--- src/cei_pkg.sv ---
// shared constants and types for the corrected-error interrupt device and its host controller
package cei_pkg;

    // -------------------------------------------------------------
    // sizes
    // -------------------------------------------------------------
    localparam int NBANK = 4;          // implemented error banks
    localparam int BANK_W = 2;         // bank index width
    localparam int NTHR = 2;           // logical processors served
    localparam int ADDR_W = 12;        // register index width on the link
    localparam int DATA_W = 64;        // register data width on the link

    // -------------------------------------------------------------
    // device register map (link addresses)
    // -------------------------------------------------------------
    localparam logic [11:0] ADDR_GCAP = 12'h000;      // global_capability, read only
    localparam logic [11:0] ADDR_CTL_BASE = 12'h100;  // bank_interrupt_control, one per bank
    localparam logic [11:0] ADDR_STAT_BASE = 12'h200; // bank_error_status, one per bank
    localparam logic [11:0] ADDR_VEC = 12'h2f0;       // corrected_interrupt_vector_entry

    // -------------------------------------------------------------
    // field layouts
    // -------------------------------------------------------------
    localparam int GCAP_CNT_LSB = 0;   // bank count 7:0
    localparam int GCAP_CNT_W = 8;
    localparam int GCAP_CEI_BIT = 10;  // corrected-error interrupt supported
    localparam int GCAP_SER_BIT = 24;  // recovery_support_flag
    localparam int CTL_EN_BIT = 30;    // per-bank signalling enable
    localparam int THR_W = 16;         // threshold field 15:0
    localparam int THR_CMP_W = 15;     // compared part 14:0
    localparam int CNT_LSB = 38;       // corrected count 52:38
    localparam int CNT_MSB = 52;
    localparam int STAT_VAL_BIT = 63;  // status valid
    localparam int VEC_W = 8;          // vector number 7:0
    localparam int VEC_MASK_BIT = 16;  // entry mask

    // -------------------------------------------------------------
    // implementation choices and reset values
    // -------------------------------------------------------------
    localparam logic [NBANK-1:0] BANK_HAS_THR = 4'h7;   // banks 0..2 threshold, bank 3 not
    localparam logic [NBANK-1:0] BANK_HAS_CEI = 4'h7;   // same banks signal
    localparam logic [14:0] THR_MAX = 15'h0fff;          // largest supported threshold
    localparam logic [14:0] CNT_MAX = 15'h7fff;          // count saturates here
    localparam logic SER_SUPPORT = 1'b1;
    localparam logic [31:0] VEC_RESET = 32'h0001_0000;   // masked, vector 0

    // -------------------------------------------------------------
    // error event kinds and scopes
    // -------------------------------------------------------------
    typedef enum logic [2:0] {
        KIND_CORR = 3'b000,     // corrected error
        KIND_UNCORRECTED_NO_ACTION = 3'b001,     // uncorrected_no_action
        KIND_SRAO_CMC = 3'b010, // recoverable_uncorrected_error reported as corrected
        KIND_UCR_MCE = 3'b011,  // recoverable_uncorrected_error via exception path
        KIND_SYSTEM = 3'b100    // outside the package
    } cei_kind_e;

    typedef enum logic [1:0] {
        SCOPE_T0 = 2'b00,
        SCOPE_T1 = 2'b01,
        SCOPE_SHARED = 2'b10,
        SCOPE_PACKAGE = 2'b11
    } cei_scope_e;

    // -------------------------------------------------------------
    // host wishbone map and command bits
    // -------------------------------------------------------------
    localparam logic [7:0] WB_ADDR = 8'h00;
    localparam logic [7:0] WB_WLO = 8'h04;
    localparam logic [7:0] WB_WHI = 8'h08;
    localparam logic [7:0] WB_CMD = 8'h0c;
    localparam logic [7:0] WB_RLO = 8'h10;
    localparam logic [7:0] WB_RHI = 8'h14;
    localparam logic [7:0] WB_PEND = 8'h18;
    localparam int CMD_RD_BIT = 0;     // write 1: start a read / read: busy
    localparam int CMD_WR_BIT = 1;     // write 1: start a write / read: done

    typedef enum logic [1:0] {
        HST_IDLE = 2'b00,
        HST_WAIT = 2'b01
    } cei_hst_e;

endpackage

--- src/cei_if.sv ---
// link between the device's register port and interrupt lines and the host controller
`timescale 1ns/100ps
interface cei_if;
    logic req;                               // one-cycle request
    logic we;                                // write when high
    logic [cei_pkg::ADDR_W-1:0] addr;
    logic [cei_pkg::DATA_W-1:0] wdata;
    logic ack;                               // one-cycle answer
    logic [cei_pkg::DATA_W-1:0] rdata;
    logic [cei_pkg::NTHR-1:0] irq;           // one-cycle interrupt per thread
    logic [cei_pkg::VEC_W-1:0] vector;       // vector delivered with irq

    modport dev (input req, we, addr, wdata, output ack, rdata, irq, vector);
    modport host (output req, we, addr, wdata, input ack, rdata, irq, vector);
endinterface

--- src/cei_dev.sv ---
// corrected-error interrupt device: bank threshold logic, capability and vector entry
//
// Design decision made here: the link register port.
`timescale 1ns/100ps
module cei_dev (
    input wire logic clk_i,
    input wire logic rst_i,
    cei_if.dev link,
    input wire logic err_valid_i,
    input wire logic [cei_pkg::BANK_W-1:0] err_bank_i,
    input wire cei_pkg::cei_kind_e err_kind_i,
    input wire cei_pkg::cei_scope_e err_scope_i,
    output logic mce_o
);

    // -------------------------------------------------------------
    // helpers
    // -------------------------------------------------------------
    // true when addr falls in the four-entry bank window at base
    function automatic logic in_bank_win(input logic [11:0] a, input logic [11:0] base);
        in_bank_win = (a[11:cei_pkg::BANK_W] == base[11:cei_pkg::BANK_W]);
    endfunction

    // threads that share the failing structure
    function automatic logic [cei_pkg::NTHR-1:0] scope_mask(input cei_pkg::cei_scope_e s);
        case (s)
            cei_pkg::SCOPE_T0: scope_mask = 2'h1;
            cei_pkg::SCOPE_T1: scope_mask = 2'h2;
            default: scope_mask = 2'h3; // shared cache or whole package
        endcase
    endfunction

    // -------------------------------------------------------------
    // state
    // -------------------------------------------------------------
    logic ctl_en [cei_pkg::NBANK];                       // bank signalling enable
    logic [cei_pkg::THR_W-1:0] ctl_thr [cei_pkg::NBANK]; // bank threshold
    logic [cei_pkg::DATA_W-1:0] stat [cei_pkg::NBANK];   // bank status word
    logic fired [cei_pkg::NBANK];                        // request already given
    logic [31:0] vec_entry;                              // vector entry
    logic ack;
    logic [cei_pkg::DATA_W-1:0] rdata;
    logic [cei_pkg::NTHR-1:0] irq;
    logic [cei_pkg::VEC_W-1:0] vector;

    // -------------------------------------------------------------
    // decode
    // -------------------------------------------------------------
    wire wr = link.req & link.we;
    wire hit_ctl = in_bank_win(link.addr, cei_pkg::ADDR_CTL_BASE);
    wire hit_stat = in_bank_win(link.addr, cei_pkg::ADDR_STAT_BASE);
    wire hit_gcap = (link.addr == cei_pkg::ADDR_GCAP);
    wire hit_vec = (link.addr == cei_pkg::ADDR_VEC);
    // bank index of the addressed register inside its four-entry window
    wire [cei_pkg::BANK_W-1:0] rsel = link.addr[cei_pkg::BANK_W-1:0];
    // only the corrected-class kinds use this path; system-level and exception-path kinds do not
    wire cmc_kind = err_valid_i & ((err_kind_i == cei_pkg::KIND_CORR) | (err_kind_i == cei_pkg::KIND_UNCORRECTED_NO_ACTION)
                    | (err_kind_i == cei_pkg::KIND_SRAO_CMC));
    // threshold part of the write data: the compared bits and the stored top bit
    wire [cei_pkg::THR_CMP_W-1:0] thr_in = link.wdata[cei_pkg::THR_CMP_W-1:0];
    wire thr_top = link.wdata[cei_pkg::THR_W-1];
    // saturating write of the compared bits; a probe with all ones reads back the maximum
    wire [14:0] thr_wr = (thr_in > cei_pkg::THR_MAX) ? cei_pkg::THR_MAX : thr_in;

    // capability word is constant
    wire [cei_pkg::DATA_W-1:0] gcap_word = (64'(cei_pkg::NBANK) << cei_pkg::GCAP_CNT_LSB)
                                         | (64'h1 << cei_pkg::GCAP_CEI_BIT)
                                         | (64'(cei_pkg::SER_SUPPORT) << cei_pkg::GCAP_SER_BIT);

    // control word as seen on a read: enable at 30, threshold at 15:0, rest zero
    wire [cei_pkg::DATA_W-1:0] ctl_word = (64'(ctl_en[rsel]) << cei_pkg::CTL_EN_BIT)
                                        | 64'(ctl_thr[rsel]);

    wire [cei_pkg::DATA_W-1:0] rd_word = hit_gcap ? gcap_word
                                       : hit_ctl ? ctl_word
                                       : hit_stat ? stat[rsel]
                                       : hit_vec ? 64'(vec_entry)
                                       : 64'h0; // unmapped reads zero

    wire [cei_pkg::NBANK-1:0] bank_fire;

    // -------------------------------------------------------------
    // per-bank logic
    // -------------------------------------------------------------
    // no input exists for the global or per-bank error enables: this path never looks at them
    genvar gi;
    generate
        for (gi = 0; gi < cei_pkg::NBANK; gi++)
        begin : g_bank
            wire wr_ctl = wr & hit_ctl & (rsel == cei_pkg::BANK_W'(gi));
            wire wr_stat = wr & hit_stat & (rsel == cei_pkg::BANK_W'(gi));
            // a bank that cannot signal records no corrected-class errors at all
            wire ev = cmc_kind & (err_bank_i == cei_pkg::BANK_W'(gi)) & cei_pkg::BANK_HAS_CEI[gi];
            // a status write lands first; an error in the same cycle still counts on top
            wire [cei_pkg::DATA_W-1:0] stat_base = wr_stat ? link.wdata : stat[gi];
            wire [14:0] cnt_base = stat_base[cei_pkg::CNT_MSB:cei_pkg::CNT_LSB];
            wire [14:0] next_cnt = (ev & (cnt_base != cei_pkg::CNT_MAX)) ? cnt_base + 15'h1 : cnt_base;
            wire fired_base = wr_stat ? 1'b0 : fired[gi];
            wire [14:0] thr = ctl_thr[gi][14:0];
            // compare the count after this error with the threshold; zero threshold never fires
            assign bank_fire[gi] = ev & ctl_en[gi] & ~fired_base & (thr != 15'h0)
                                 & (next_cnt >= thr);

            // control register: enable sticks only in signalling banks, threshold only where kept
            always_ff @(posedge clk_i)
            begin
                if (rst_i)
                begin
                    ctl_en[gi] <= 1'b0;
                    ctl_thr[gi] <= 16'h0;
                end
                else if (wr_ctl)
                begin
                    ctl_en[gi] <= link.wdata[cei_pkg::CTL_EN_BIT] & cei_pkg::BANK_HAS_CEI[gi];
                    ctl_thr[gi] <= cei_pkg::BANK_HAS_THR[gi] ? {thr_top, thr_wr} : 16'h0;
                end
            end

            // status register: software write, then hardware count and valid
            always_ff @(posedge clk_i)
            begin
                if (rst_i)
                begin
                    stat[gi] <= 64'h0;
                    fired[gi] <= 1'b0;
                end
                else
                begin
                    stat[gi][cei_pkg::CNT_MSB:cei_pkg::CNT_LSB] <= next_cnt;
                    stat[gi][cei_pkg::STAT_VAL_BIT] <= stat_base[cei_pkg::STAT_VAL_BIT] | ev;
                    stat[gi][cei_pkg::CNT_LSB-1:0] <= stat_base[cei_pkg::CNT_LSB-1:0];
                    stat[gi][cei_pkg::STAT_VAL_BIT-1:cei_pkg::CNT_MSB+1] <=
                        stat_base[cei_pkg::STAT_VAL_BIT-1:cei_pkg::CNT_MSB+1];
                    // set wins over the clear carried by a status write
                    fired[gi] <= fired_base | bank_fire[gi];
                end
            end
        end
    endgenerate

    // -------------------------------------------------------------
    // vector entry and register answers
    // -------------------------------------------------------------
    // the answer comes one cycle after every request, mapped or not
    always_ff @(posedge clk_i)
    begin
        if (rst_i)
        begin
            vec_entry <= cei_pkg::VEC_RESET;
            ack <= 1'b0;
            rdata <= 64'h0;
        end
        else
        begin
            if (wr & hit_vec)
                vec_entry <= link.wdata[31:0];
            ack <= link.req;
            if (link.req & ~link.we)
                rdata <= rd_word;
        end
    end

    // -------------------------------------------------------------
    // interrupt delivery
    // -------------------------------------------------------------
    // a masked entry still latches fired: software sees the count and rearms by clearing status
    // the scope of the same event picks which threads hear it
    always_ff @(posedge clk_i)
    begin
        if (rst_i)
        begin
            irq <= 2'h0;
            vector <= 8'h0;
            mce_o <= 1'b0;
        end
        else
        begin
            irq <= ((|bank_fire) & ~vec_entry[cei_pkg::VEC_MASK_BIT]) ? scope_mask(err_scope_i) : 2'h0;
            vector <= vec_entry[cei_pkg::VEC_W-1:0];
            mce_o <= err_valid_i & (err_kind_i == cei_pkg::KIND_UCR_MCE);
        end
    end

    assign link.ack = ack;
    assign link.rdata = rdata;
    assign link.irq = irq;
    assign link.vector = vector;

endmodule

--- src/flat_wrapper.sv ---
// flat-port wrapper written by rule: the top's interface ports become plain ports
module cei_dev_flat 
  (clk_i, rst_i, err_valid_i, err_bank_i, err_kind_i, err_scope_i, mce_o, link_req, link_we, link_addr, link_wdata, link_ack, link_rdata, link_irq, link_vector);
  cei_if link_i ();
  input wire logic clk_i;
  input wire logic rst_i;
  input wire logic err_valid_i;
  input wire logic [cei_pkg::BANK_W-1:0] err_bank_i;
  input wire cei_pkg::cei_kind_e err_kind_i;
  input wire cei_pkg::cei_scope_e err_scope_i;
  output logic mce_o;
  input wire logic [$bits(link_i.req)-1:0] link_req;
  input wire logic [$bits(link_i.we)-1:0] link_we;
  input wire logic [$bits(link_i.addr)-1:0] link_addr;
  input wire logic [$bits(link_i.wdata)-1:0] link_wdata;
  output wire logic [$bits(link_i.ack)-1:0] link_ack;
  output wire logic [$bits(link_i.rdata)-1:0] link_rdata;
  output wire logic [$bits(link_i.irq)-1:0] link_irq;
  output wire logic [$bits(link_i.vector)-1:0] link_vector;
  assign link_i.req = link_req;
  assign link_i.we = link_we;
  assign link_i.addr = link_addr;
  assign link_i.wdata = link_wdata;
  assign link_ack = link_i.ack;
  assign link_rdata = link_i.rdata;
  assign link_irq = link_i.irq;
  assign link_vector = link_i.vector;
  cei_dev u_core (.clk_i(clk_i), .rst_i(rst_i), .link(link_i), .err_valid_i(err_valid_i), .err_bank_i(err_bank_i), .err_kind_i(err_kind_i), .err_scope_i(err_scope_i), .mce_o(mce_o));
endmodule
--- config.mk ---
export PLATFORM = sky130hd
export DESIGN_NAME = cei_dev_flat
export DESIGN_NICKNAME = d
export VERILOG_FILES = /design/src/cei_pkg.sv /design/src/cei_if.sv /design/src/cei_dev.sv /design/src/flat_wrapper.sv
export SDC_FILE = /design/constraint.sdc
export NUM_CORES = 1
export LEC_CHECK = 0
export ABC_CLOCK_PERIOD_IN_PS = 4400
export CAP_MARGIN = 0
export CORE_MARGIN = 2
export CORE_UTILIZATION = 45
export CTS_CLUSTER_DIAMETER = 40
export DETAILED_ROUTE_END_ITERATION = 8
export DONT_BUFFER_PORTS = 1
export GPL_ROUTABILITY_DRIVEN = 0
export PLACE_DENSITY = 0.64
export SKIP_CTS_REPAIR_TIMING = 1
export SYNTH_ARGS = -nofsm -noshare
export SYNTH_HDL_FRONTEND = slang
export SYNTH_SLANG_ARGS = --single-unit
--- constraint.sdc ---
create_clock -name clk_i -period 4.4 [get_ports clk_i]
set_input_delay 0.44 -clock clk_i [delete_from_list [all_inputs] [get_ports clk_i]]
set_output_delay 0.44 -clock clk_i [all_outputs]
set_load 0.02 [all_outputs]
==> results of run 1 <==
[cells by family after synthesis]
kind of cell | after synthesis | share of synthesized area (%)
mux | 119 | 10.1
buf+inv | 202 | 3.90
fa+ha+maj | 48 | 3.03
compound gates | 404 | 12.3
simple gates | 915 | 21.0
other cells | 1 | 0.0189
flops | 418 | 48.0
xor+xnor | 36 | 1.59
[synthesized netlist by cell type, types with 6 or more instances]
cell,n
clkbuf_1,126
buf_1,12
inv_1,53
buf_2,11
nand2b_1,7
a211oi_1,13
nand4_1,25
xor2_1,20
edfxtp_1,115
a22oi_1,45
mux4_2,64
a31oi_1,12
dfxtp_1,303
nor4_1,14
xnor2_1,16
nor3_1,38
nand3_1,44
nand2_1,439
a21o_1,15
nor2b_1,43
mux2_2,10
and4_1,8
a21oi_1,233
a222oi_1,17
ha_1,48
o21ai_0,30
and3_1,8
nor2_1,193
mux2i_1,45
and2_1,63
nor3b_1,6
[flip-flops by register name, indices dropped and copies added (netlist names)]
name	flops
u_core.stat	256
u_core.link.rdata	64
u_core.ctl_thr	48
u_core.vec_entry	32
u_core.link.vector	8
u_core.ctl_en	3
u_core.fired	3
u_core.link.irq	2
u_core.link.ack	1
u_core.mce_o	1
[cell type report]
class | instances | area (um^2)
clock buffer | 76 | 1700
tap | 585 | 732
antenna | 3 | 7.51
sequential | 418 | 9520
inverter | 53 | 199
timing repair buffer | 111 | 1030
clock inverter | 39 | 479
multi-input combinational | 1531 | 9610
fill | 3840 | 20000
[worst reg2reg max path: stages (launching register included)]
cell and delay, ps:
dfxtp_1 420, nand2_1 80, nand2_1 100, ha_1 270, nand2_1 70, nor4_1 310, mux2_2 260, a21oi_1 80
buf_4 170, xnor2_1 490, ha_1 220, nand2b_1 100, a211o_1 130, o2111ai_1 110, a2111oi_0 670, o21ai_0 190
o211ai_1 230, and3_1 220
[layer usage]
layer  vias up  wire length, um  GRT usage [%]
met3       141             7240           6.69
met1      8250            27400           37.7
li1       7614                -              -
met4         0             2020           10.2
met5         -                0              0
met2       964            30000           43.2
[power by group]
group / switching (mW) / leakage [nW] / internal, mW
sequential: 0.0474 / 3.53 / 4.01
combinational: 0.224 / 3.91 / 0.147
clock: 1.89 / 1.05 / 3.22
total: 2.17 / 8.50 / 7.38
[final timing paths]
kind	start	end	slack (ps)	depth (start not counted)
max	link_addr[8]	u_core.link.irq[0]$_SDFF_PP0_	240	19
min	link_wdata[62]	u_core.stat[0][62]$_SDFFE_PP0N_	-20	2
max reg2reg	u_core.stat[1][38]$_SDFF_PP0_	u_core.link.irq[0]$_SDFF_PP0_	260	17
min reg2reg	u_core.stat[1][53]$_SDFFE_PP0P_	u_core.stat[1][53]$_SDFFE_PP0P_	450	2
[per-stage QoR]
| step | hold WS (ps) | TNS [ps] | instances | setup slack, ps | power, mW |
|---|---|---|---|---|---|
| after floorplan | 429 | 0 | 2151 | 47.0 | 4.37 |
| after global routing | 0.795 | 0 | 2813 | 50.8 | 9.79 |
| after detailed placement | 439 | -159 | 2640 | -83.7 | 4.39 |
| final | -21.3 | 0 | 2816 | 245 | 9.55 |
| after global placement | 429 | 0 | 2640 | 58.3 | 4.38 |
| after CTS | -112 | 0 | 2755 | 516 | 9.48 |
==> results.sh, run 1 <==
export IMPL_die_x_um=214
export IMPL_numPortBuffers=0
export IMPL_path_class="in -> reg"
export IMPL_worstPathMaxFanout=6
export IMPL_hold_path_class="in -> reg"
export IMPL_tightest_slew_ps=975
export IMPL_wirelength_um=66600
export IMPL_antenna_found_initial=2
export IMPL_grt_pass1_vias=15800
export IMPL_cp_num_buf_inv=1
export IMPL_cts_clk_slew_worst_paths_ps=60
export IMPL_yosysUniqueCellTypes=67
export IMPL_die_h_um=214
export IMPL_postSynth_asyncResetShare_pct=0
export IMPL_grt_overflow_total=0
export IMPL_num_rows=76
export IMPL_drive_gt1_share_pct=11.8
export IMPL_pwr_density_cell_nw_per_um2=410
export IMPL_cts_buffers_inserted=61
export IMPL_drt_iter0_drc=2051
export IMPL_yosysTopAreaCell="dfxtp_1"
export IMPL_cts_max_level=2
export IMPL_utilization_pct=53.8
export IMPL_synthesis_area_um2=19800
export IMPL_min_period_over_period_pct=94.4
export IMPL_drtAntennaViolNets=0
export IMPL_ys_warn_count=0
export IMPL_arrival_ps=4720
export IMPL_cp_start_kind="primary input"
export IMPL_final_cell_mix="439 x nand2_1, 303 x dfxtp_1, 233 x a21oi_1"
export IMPL_crit_required_ps=4970
export IMPL_max_slew_margin_pct=35.0
export IMPL_failed_checks="design-rule violations, negative hold slack"
export IMPL_vdd_ir_drop_worst_v=0.000302
export IMPL_synth_area_leaders="dfxtp_1 31%, edfxtp_1 17%, nand2_1 8.3%, mux4_2 7.3%, a21oi_1 5.9%"
export IMPL_drc_errors=2
export IMPL_drt_vias_per_instance=6.03
export IMPL_die_area_um2=45700
export IMPL_drtPass1Iterations=9
export IMPL_clock_sinks=418
export IMPL_num_io_pins=164
export IMPL_hpwlAfterDp_um=41000
export IMPL_clockBufferDepth=3
export IMPL_fin_skew_ps=21.5
export IMPL_grt_max_degree=315
export IMPL_path_delay_family="simple AND/OR/NAND/NOR gates"
export IMPL_grt_usage_pct=27.8
export IMPL_run_status="finished, violations left"
export IMPL_cts_root_buf="clkbuf_16"
export IMPL_seq_area_frac_synth_pct=48.0
export IMPL_period_minus_slack_ps=4160
export IMPL_num_vias=17000
export IMPL_end_kind="flip-flop"
export IMPL_report_final_hold_viol_count=1
export IMPL_drt_wirelength_per_cell_um=23.7
export IMPL_power_leakage_nw=8.50
export IMPL_cpMostUsedCell="nand2_1"
export IMPL_ys_dominant_reg_cell="dfxtp_1"
export IMPL_placed_area_um2=20500
export IMPL_clk_latency_ps=620
export IMPL_final_area_um2=23300
export IMPL_start_util_pct=45.8
export IMPL_synth_seq_cells=418
export IMPL_synth_edff_count=115
export IMPL_path_cells="nor4b_4 > and4_2 > nand2_1 > nand2_1 > ha_1 > nand2_1 > nor4_1 > mux2_2 > a21oi_1 > buf_4 > xnor2_1 > ha_1 > nand2b_1 > a211o_1 > o2111ai_1 > a2111oi_0 > o21ai_0 > o211ai_1 > and3_1"
export IMPL_grt_pass1_wl_um=96400
export IMPL_crit_slowest_cell="a2111oi_0"
export IMPL_rsz0062_at_grt="no"
export IMPL_fmax_mhz=241
export IMPL_tritoncts="done"
export IMPL_finalMaxSlewViolations=0
export IMPL_yosys_area_top_type_share_pct=30.6
export IMPL_syn2layout_area_growth_pct=17.4
export IMPL_final_nets=2312
export IMPL_syn_avg_cell_area_um2=9.25
export IMPL_cp_slowest_stage_delay_ps=670
export IMPL_drv_cap=0
export IMPL_final_common_cell="nand2_1"
export IMPL_coreArea_um2=43300
export IMPL_netlist_instances=2143
export IMPL_setup_viol_count_final=0
export IMPL_holdWs_ps=-21.3
No activity file was read; power rests on OpenSTA's default activity.
==> run 2: changes to the inputs <==
--- a/config.mk
+++ b/config.mk
@@ -5,15 +5,16 @@
 export SDC_FILE = /design/constraint.sdc
 export NUM_CORES = 1
 export LEC_CHECK = 0
-export ABC_CLOCK_PERIOD_IN_PS = 4400
+export ABC_CLOCK_PERIOD_IN_PS = 5300
 export CAP_MARGIN = 0
+export CORE_ASPECT_RATIO = 1.4
 export CORE_MARGIN = 2
 export CORE_UTILIZATION = 45
 export CTS_CLUSTER_DIAMETER = 40
 export DETAILED_ROUTE_END_ITERATION = 8
 export DONT_BUFFER_PORTS = 1
 export GPL_ROUTABILITY_DRIVEN = 0
-export PLACE_DENSITY = 0.64
+export PLACE_DENSITY = 0.62
 export SKIP_CTS_REPAIR_TIMING = 1
 export SYNTH_ARGS = -nofsm -noshare
 export SYNTH_HDL_FRONTEND = slang
==> constraint.sdc (replaced) <==
create_clock -name clk_i -period 5.3 [get_ports clk_i]
set_input_delay 0.53 -clock clk_i [delete_from_list [all_inputs] [get_ports clk_i]]
set_output_delay 0.53 -clock clk_i [all_outputs]
set_load 0.02 [all_outputs]
==> run 2 against run 1 <==
Sequential cell count stayed put. Sequential share of layout area is 2.3 points higher. Largest power group unchanged. Critical path depth is 2 higher. Critical endpoint unchanged. The run now ends clean. Clock power is 31% lower. Hold slack better by 48 ps. Cell count is 4.5% lower. Final area is 5.4% lower.
==> results.sh, run 2 (same netlist as run 1, synthesis figures left out) <==
export IMPL_grt_usage_pct=27.3
export IMPL_drive_gt1_share_pct=10.3
export IMPL_num_io_pins=164
export IMPL_finalMaxSlewViolations=0
export IMPL_rsz0062_at_grt="no"
export IMPL_cts_max_level=2
export IMPL_run_status="finished clean"
export IMPL_dp_cells=2596
export IMPL_final_common_cell="nand2_1"
export IMPL_holdWs_ps=27.1
export IMPL_fin_cells=2689
export IMPL_cts_clk_slew_worst_paths_ps=60
export IMPL_final_cell_mix="439 x nand2_1, 303 x dfxtp_1, 233 x a21oi_1"
export IMPL_wirelength_um=63400
export IMPL_die_h_um=252
export IMPL_report_final_hold_viol_count=0
export IMPL_start_util_pct=45.3
export IMPL_numPortBuffers=0
export IMPL_path_cells="nor4b_2 > buf_4 > and4_2 > mux2i_1 > inv_1 > ha_1 > nand2_1 > nor4_1 > a41oi_1 > nand4_1 > o21a_1 > nor3_1 > a21oi_1 > ha_1 > a21o_1 > a21o_1 > a211oi_1 > o21ai_0 > o21ai_0 > o211ai_1 > and3_1"
export IMPL_setup_viol_count_final=0
export IMPL_coreArea_um2=43700
export IMPL_pre_cts_ws_ps=384
export IMPL_max_slew_margin_pct=31.2
export IMPL_finalSetupTns_ps=0
export IMPL_cp_start_kind="primary input"
export IMPL_drtPass1Iterations=6
export IMPL_grt_pass1_vias=16000
export IMPL_drt_vias_per_instance=5.99
export IMPL_min_period_over_period_pct=82.2
export IMPL_fmax_mhz=229
export IMPL_syn2layout_area_growth_pct=11.1
export IMPL_tritoncts="done"
export IMPL_antenna_found_initial=1
export IMPL_path_class="in -> reg"
export IMPL_grt_overflow_total=0
export IMPL_arrival_ps=4850
export IMPL_worstPathMaxFanout=8
export IMPL_r2r_slack_ps=1310
export IMPL_reg2reg_depth=14
export IMPL_antenna_cells=0
export IMPL_tightest_slew_ps=1030
export IMPL_setup_worst_path_end="u_core.link.irq[0]$_SDFF_PP0_"
export IMPL_die_area_um2=45800
export IMPL_grt_max_degree=315
export IMPL_cts_root_buf="clkbuf_16"
export IMPL_cts_buffers_inserted=50
export IMPL_finalWorstSetupSlack_ps=942
export IMPL_num_vias=16100
export IMPL_critPathLaunch="link_addr[8]"
export IMPL_die_x_um=181
export IMPL_power_leakage_nw=7.94
export IMPL_grt_pass1_wl_um=96100
export IMPL_drc_errors=0
export IMPL_end_kind="flip-flop"
export IMPL_fin_skew_ps=26.1
export IMPL_largest_reg_flops=256
export IMPL_clock_sinks=418
export IMPL_crit_required_ps=5790
export IMPL_reg2reg_to="u_core.link.irq[0]$_SDFF_PP0_"
export IMPL_drt_wirelength_per_cell_um=23.6
export IMPL_period_minus_slack_ps=4360
export IMPL_reg_top3="u_core.stat x256, u_core.link.rdata x64, u_core.ctl_thr x48"
export IMPL_crit_slowest_cell="and4_2"
export IMPL_drt_iter0_drc=1567
export IMPL_drtAntennaViolNets=0
export IMPL_pwr_density_cell_nw_per_um2=324
export IMPL_clk_latency_ps=590
export IMPL_cp_slowest_stage_delay_ps=370
export IMPL_num_rows=91
export IMPL_clockBufferDepth=3
export IMPL_hpwlAfterDp_um=40500
export IMPL_drv_cap=0
export IMPL_hold_path_class="in -> reg"
export IMPL_final_nets=2226
export IMPL_vdd_ir_drop_worst_v=0.000266
export IMPL_worstHoldStart="rst_i"
export IMPL_top_register="u_core.stat"
export IMPL_reg2reg_from="u_core.stat[0][45]$_SDFF_PP0_"
run 2: worst min-delay path by stage:
stage	to	slack [ps]	cells after the start
after global placement	u_core.stat[2][56]$_SDFFE_PP0P_	430	2
after detailed placement	u_core.stat[1][53]$_SDFFE_PP0P_	440	2
after floorplan	u_core.stat[1][16]$_SDFFE_PP0P_	430	2
after CTS	u_core.link.rdata[61]$_SDFFE_PP0P_	20	1
after global routing	u_core.stat[1][51]$_SDFF_PP0_	10	1
final	u_core.stat[0][50]$_SDFF_PP0_	30	1
run 2: layer usage:
layer  track usage [%]  vias to the layer above  part of all wire [%]
met5                 0                        -                 0.013
met2              46.0                      682                    48
li1                  -                     7420                     -
met4              14.2                        2                   5.5
met1              33.2                     7821                    38
met3              5.35                      174                   7.7
run 2: final cells by class:
class,instances,area [um^2]
clock buffer,65,1370
multi-input combinational,1531,9600
fill,4043,21700
sequential,418,9520
timing repair buffer,36,283
tap,558,698
inverter,53,199
clock inverter,28,362
run 2: power by group:
group	total (mW)	internal (mW)	switching, mW
clock	3.55	2.10	1.45
sequential	3.36	3.33	0.0362
combinational	0.212	0.0890	0.123
run 2: per-stage QoR:
step           utilization [%]  area [um^2]  power (mW)
4_1_cts                   50.4        22000        7.17
2_1_floorplan                -        19800        3.63
3_3_place_gp              46.4        20300        3.64
6_report                  50.4        22000        7.13
3_5_place_dp              46.4        20300        3.64
5_1_grt                   50.4        22000        7.32
run 2: critical path: cells and delay by family:
family	cells	cell delay, ps
buffers and inverters	2	290
AOI/OAI and AO/OA	9	1670
and+or+nand+nor	7	1580
adders and majority gates	2	570
muxes	1	200
==> run 3: changes to the inputs <==
--- a/config.mk
+++ b/config.mk
@@ -5,7 +5,7 @@
 export SDC_FILE = /design/constraint.sdc
 export NUM_CORES = 1
 export LEC_CHECK = 0
-export ABC_CLOCK_PERIOD_IN_PS = 5300
+export ABC_CLOCK_PERIOD_IN_PS = 3800
 export CAP_MARGIN = 0
 export CORE_ASPECT_RATIO = 1.4
 export CORE_MARGIN = 2
@@ -14,7 +14,7 @@
 export DETAILED_ROUTE_END_ITERATION = 8
 export DONT_BUFFER_PORTS = 1
 export GPL_ROUTABILITY_DRIVEN = 0
-export PLACE_DENSITY = 0.62
+export PLACE_DENSITY = 0.64
 export SKIP_CTS_REPAIR_TIMING = 1
 export SYNTH_ARGS = -nofsm -noshare
 export SYNTH_HDL_FRONTEND = slang
==> constraint.sdc (replaced) <==
create_clock -name clk_i -period 3.8 [get_ports clk_i]
set_input_delay 0.38 -clock clk_i [delete_from_list [all_inputs] [get_ports clk_i]]
set_output_delay 0.38 -clock clk_i [all_outputs]
set_load 0.02 [all_outputs]
==> run 3 against run 2 <==
The flow now finishes with violations (negative hold slack). Non-clock buffer count rose by 141. Largest power group unchanged. Largest cell class unchanged. Critical path type unchanged. Setup slack got worse by 750 ps. Die area did not move. Count of clock-buffer cells in the layout rose by 2.
==> results.sh, run 3 (same netlist as run 1, synthesis figures left out) <==
export IMPL_die_h_um=252
export IMPL_grt_usage_pct=28.2
export IMPL_path_cells="nor4b_4 > and4_4 > buf_4 > nand2_1 > nand2_1 > ha_4 > nand2_1 > nor4_2 > mux2_4 > and2_4 > mux2_2 > mux2_2 > ha_4 > a21o_1 > a21o_1 > a21oi_1 > o21ai_1 > o21ai_1 > o211ai_1 > and3_1"
export IMPL_report_final_hold_viol_count=4
export IMPL_cts_buffers_inserted=53
export IMPL_final_nets=2370
export IMPL_drtAntennaViolNets=0
export IMPL_cts_root_buf="clkbuf_16"
export IMPL_period_minus_slack_ps=3610
export IMPL_reg_top3="u_core.stat x256, u_core.link.rdata x64, u_core.ctl_thr x48"
export IMPL_run_status="finished, violations left"
export IMPL_power_leakage_nw=8.64
export IMPL_clockBufferDepth=3
export IMPL_final_common_cell="nand2_1"
export IMPL_vdd_ir_drop_worst_v=0.000536
export IMPL_top_register="u_core.stat"
export IMPL_crit_required_ps=4280
export IMPL_antenna_cells=0
export IMPL_drive_gt1_share_pct=14.7
export IMPL_cts_clk_slew_worst_paths_ps=60
export IMPL_total_power_mw=10.1
export IMPL_max_slew_margin_pct=41.9
export IMPL_antenna_found_initial=0
export IMPL_grt_overflow_total=0
export IMPL_hpwlAfterDp_um=42900
export IMPL_clk_latency_ps=590
export IMPL_cp_num_buf_inv=1
export IMPL_utilization_pct=53.9
export IMPL_clock_sinks=418
export IMPL_largest_reg_flops=256
export IMPL_die_x_um=181
export IMPL_final_cell_mix="435 x nand2_1, 303 x dfxtp_1, 229 x a21oi_1"
export IMPL_path_class="in -> reg"
export IMPL_wirelength_um=68500
export IMPL_grt_max_degree=315
export IMPL_syn2layout_area_growth_pct=18.9
export IMPL_coreArea_um2=43700
export IMPL_cp_start_kind="primary input"
export IMPL_start_util_pct=45.3
export IMPL_num_vias=17200
export IMPL_drtPass1Iterations=8
export IMPL_pwr_density_cell_nw_per_um2=430
export IMPL_cp_slowest_stage_delay_ps=400
export IMPL_crit_slowest_cell="nor4b_4"
export IMPL_tritoncts="done"
export IMPL_failed_checks="negative hold slack"
export IMPL_min_period_over_period_pct=95.0
export IMPL_grt_pass1_vias=16500
export IMPL_drc_errors=0
export IMPL_num_rows=91
export IMPL_fin_skew_ps=21.3
export IMPL_drv_cap=0
export IMPL_finalMaxSlewViolations=0
export IMPL_setup_viol_count_final=0
export IMPL_tightest_slew_ps=872
export IMPL_path_delay_family="simple AND/OR/NAND/NOR gates"
export IMPL_hold_path_class="in -> reg"
export IMPL_drt_wirelength_per_cell_um=24.1
export IMPL_numPortBuffers=0
export IMPL_cpMostUsedCell="nand2_1"
export IMPL_end_kind="flip-flop"
export IMPL_grt_pass1_wl_um=99100
export IMPL_cts_max_level=2
export IMPL_rsz0062_at_grt="yes"
export IMPL_drt_iter0_drc=1657
export IMPL_fmax_mhz=277
export IMPL_drt_vias_per_instance=6.08
export IMPL_holdWs_ps=-14.3
export IMPL_finalSetupTns_ps=0
export IMPL_num_io_pins=164
export IMPL_arrival_ps=4090
export IMPL_worstPathMaxFanout=4
export IMPL_die_area_um2=45800
[run 3: worst register-to-register path, delay by kind of cell (launching register included)]
family | cells | cell delay [ps]
and+or+nand+nor | 4 | 970
AOI/OAI and AO/OA | 6 | 830
DFF | 1 | 470
adders and majority gates | 1 | 250
muxes | 3 | 870
[run 3: layer usage]
| metal | track usage [%] | share of wire [%] | vias up |
|---|---|---|---|
| met2 | 48.1 | 49 | 913 |
| met3 | 5.30 | 8.5 | 213 |
| met5 | 0 | 0 | - |
| met4 | 18.1 | 6.1 | 0 |
| li1 | - | - | 7726 |
| met1 | 32.5 | 36 | 8387 |
[run 3: layout make-up]
class / instances / area [um^2]
fillers: 3936 / 20200
multi-input cells: 1531 / 9820
flip-flops and latches: 418 / 9520
repair buffers: 177 / 1550
clock buffers: 67 / 1470
well taps: 558 / 698
clock inverters: 33 / 297
inverters: 53 / 199
[run 3: path summary, 6_finish.rpt]
path                                            to                            start  slack, ps  depth (start not counted)
setup / recovery     u_core.link.irq[0]$_SDFF_PP0_                     link_addr[8]        190                         20
hold / removal    u_core.stat[3][55]$_SDFFCE_PN0P_                   link_wdata[55]        -10                          1
setup reg to reg     u_core.link.irq[0]$_SDFF_PP0_    u_core.stat[1][43]$_SDFF_PP0_        310                         14
hold reg to reg    u_core.stat[2][35]$_SDFFE_PP0P_  u_core.stat[2][35]$_SDFFE_PP0P_        450                          2
[run 3: per-stage QoR]
step                cell area (um^2)  setup WS (ps)  instances
floorplan                      20000           -340       2151
finish                         23600            189       2837
global placement               20900           -392       2664
CTS                            22700           29.9       2764
detailed placement             20900           -558       2664
global route                   23600          -30.2       2837
[run 3: power by group]
group	internal (mW)	total (mW)	switching, mW
clock	2.88	5.01	2.13
combinational	0.190	0.435	0.245
sequential	4.64	4.70	0.0525
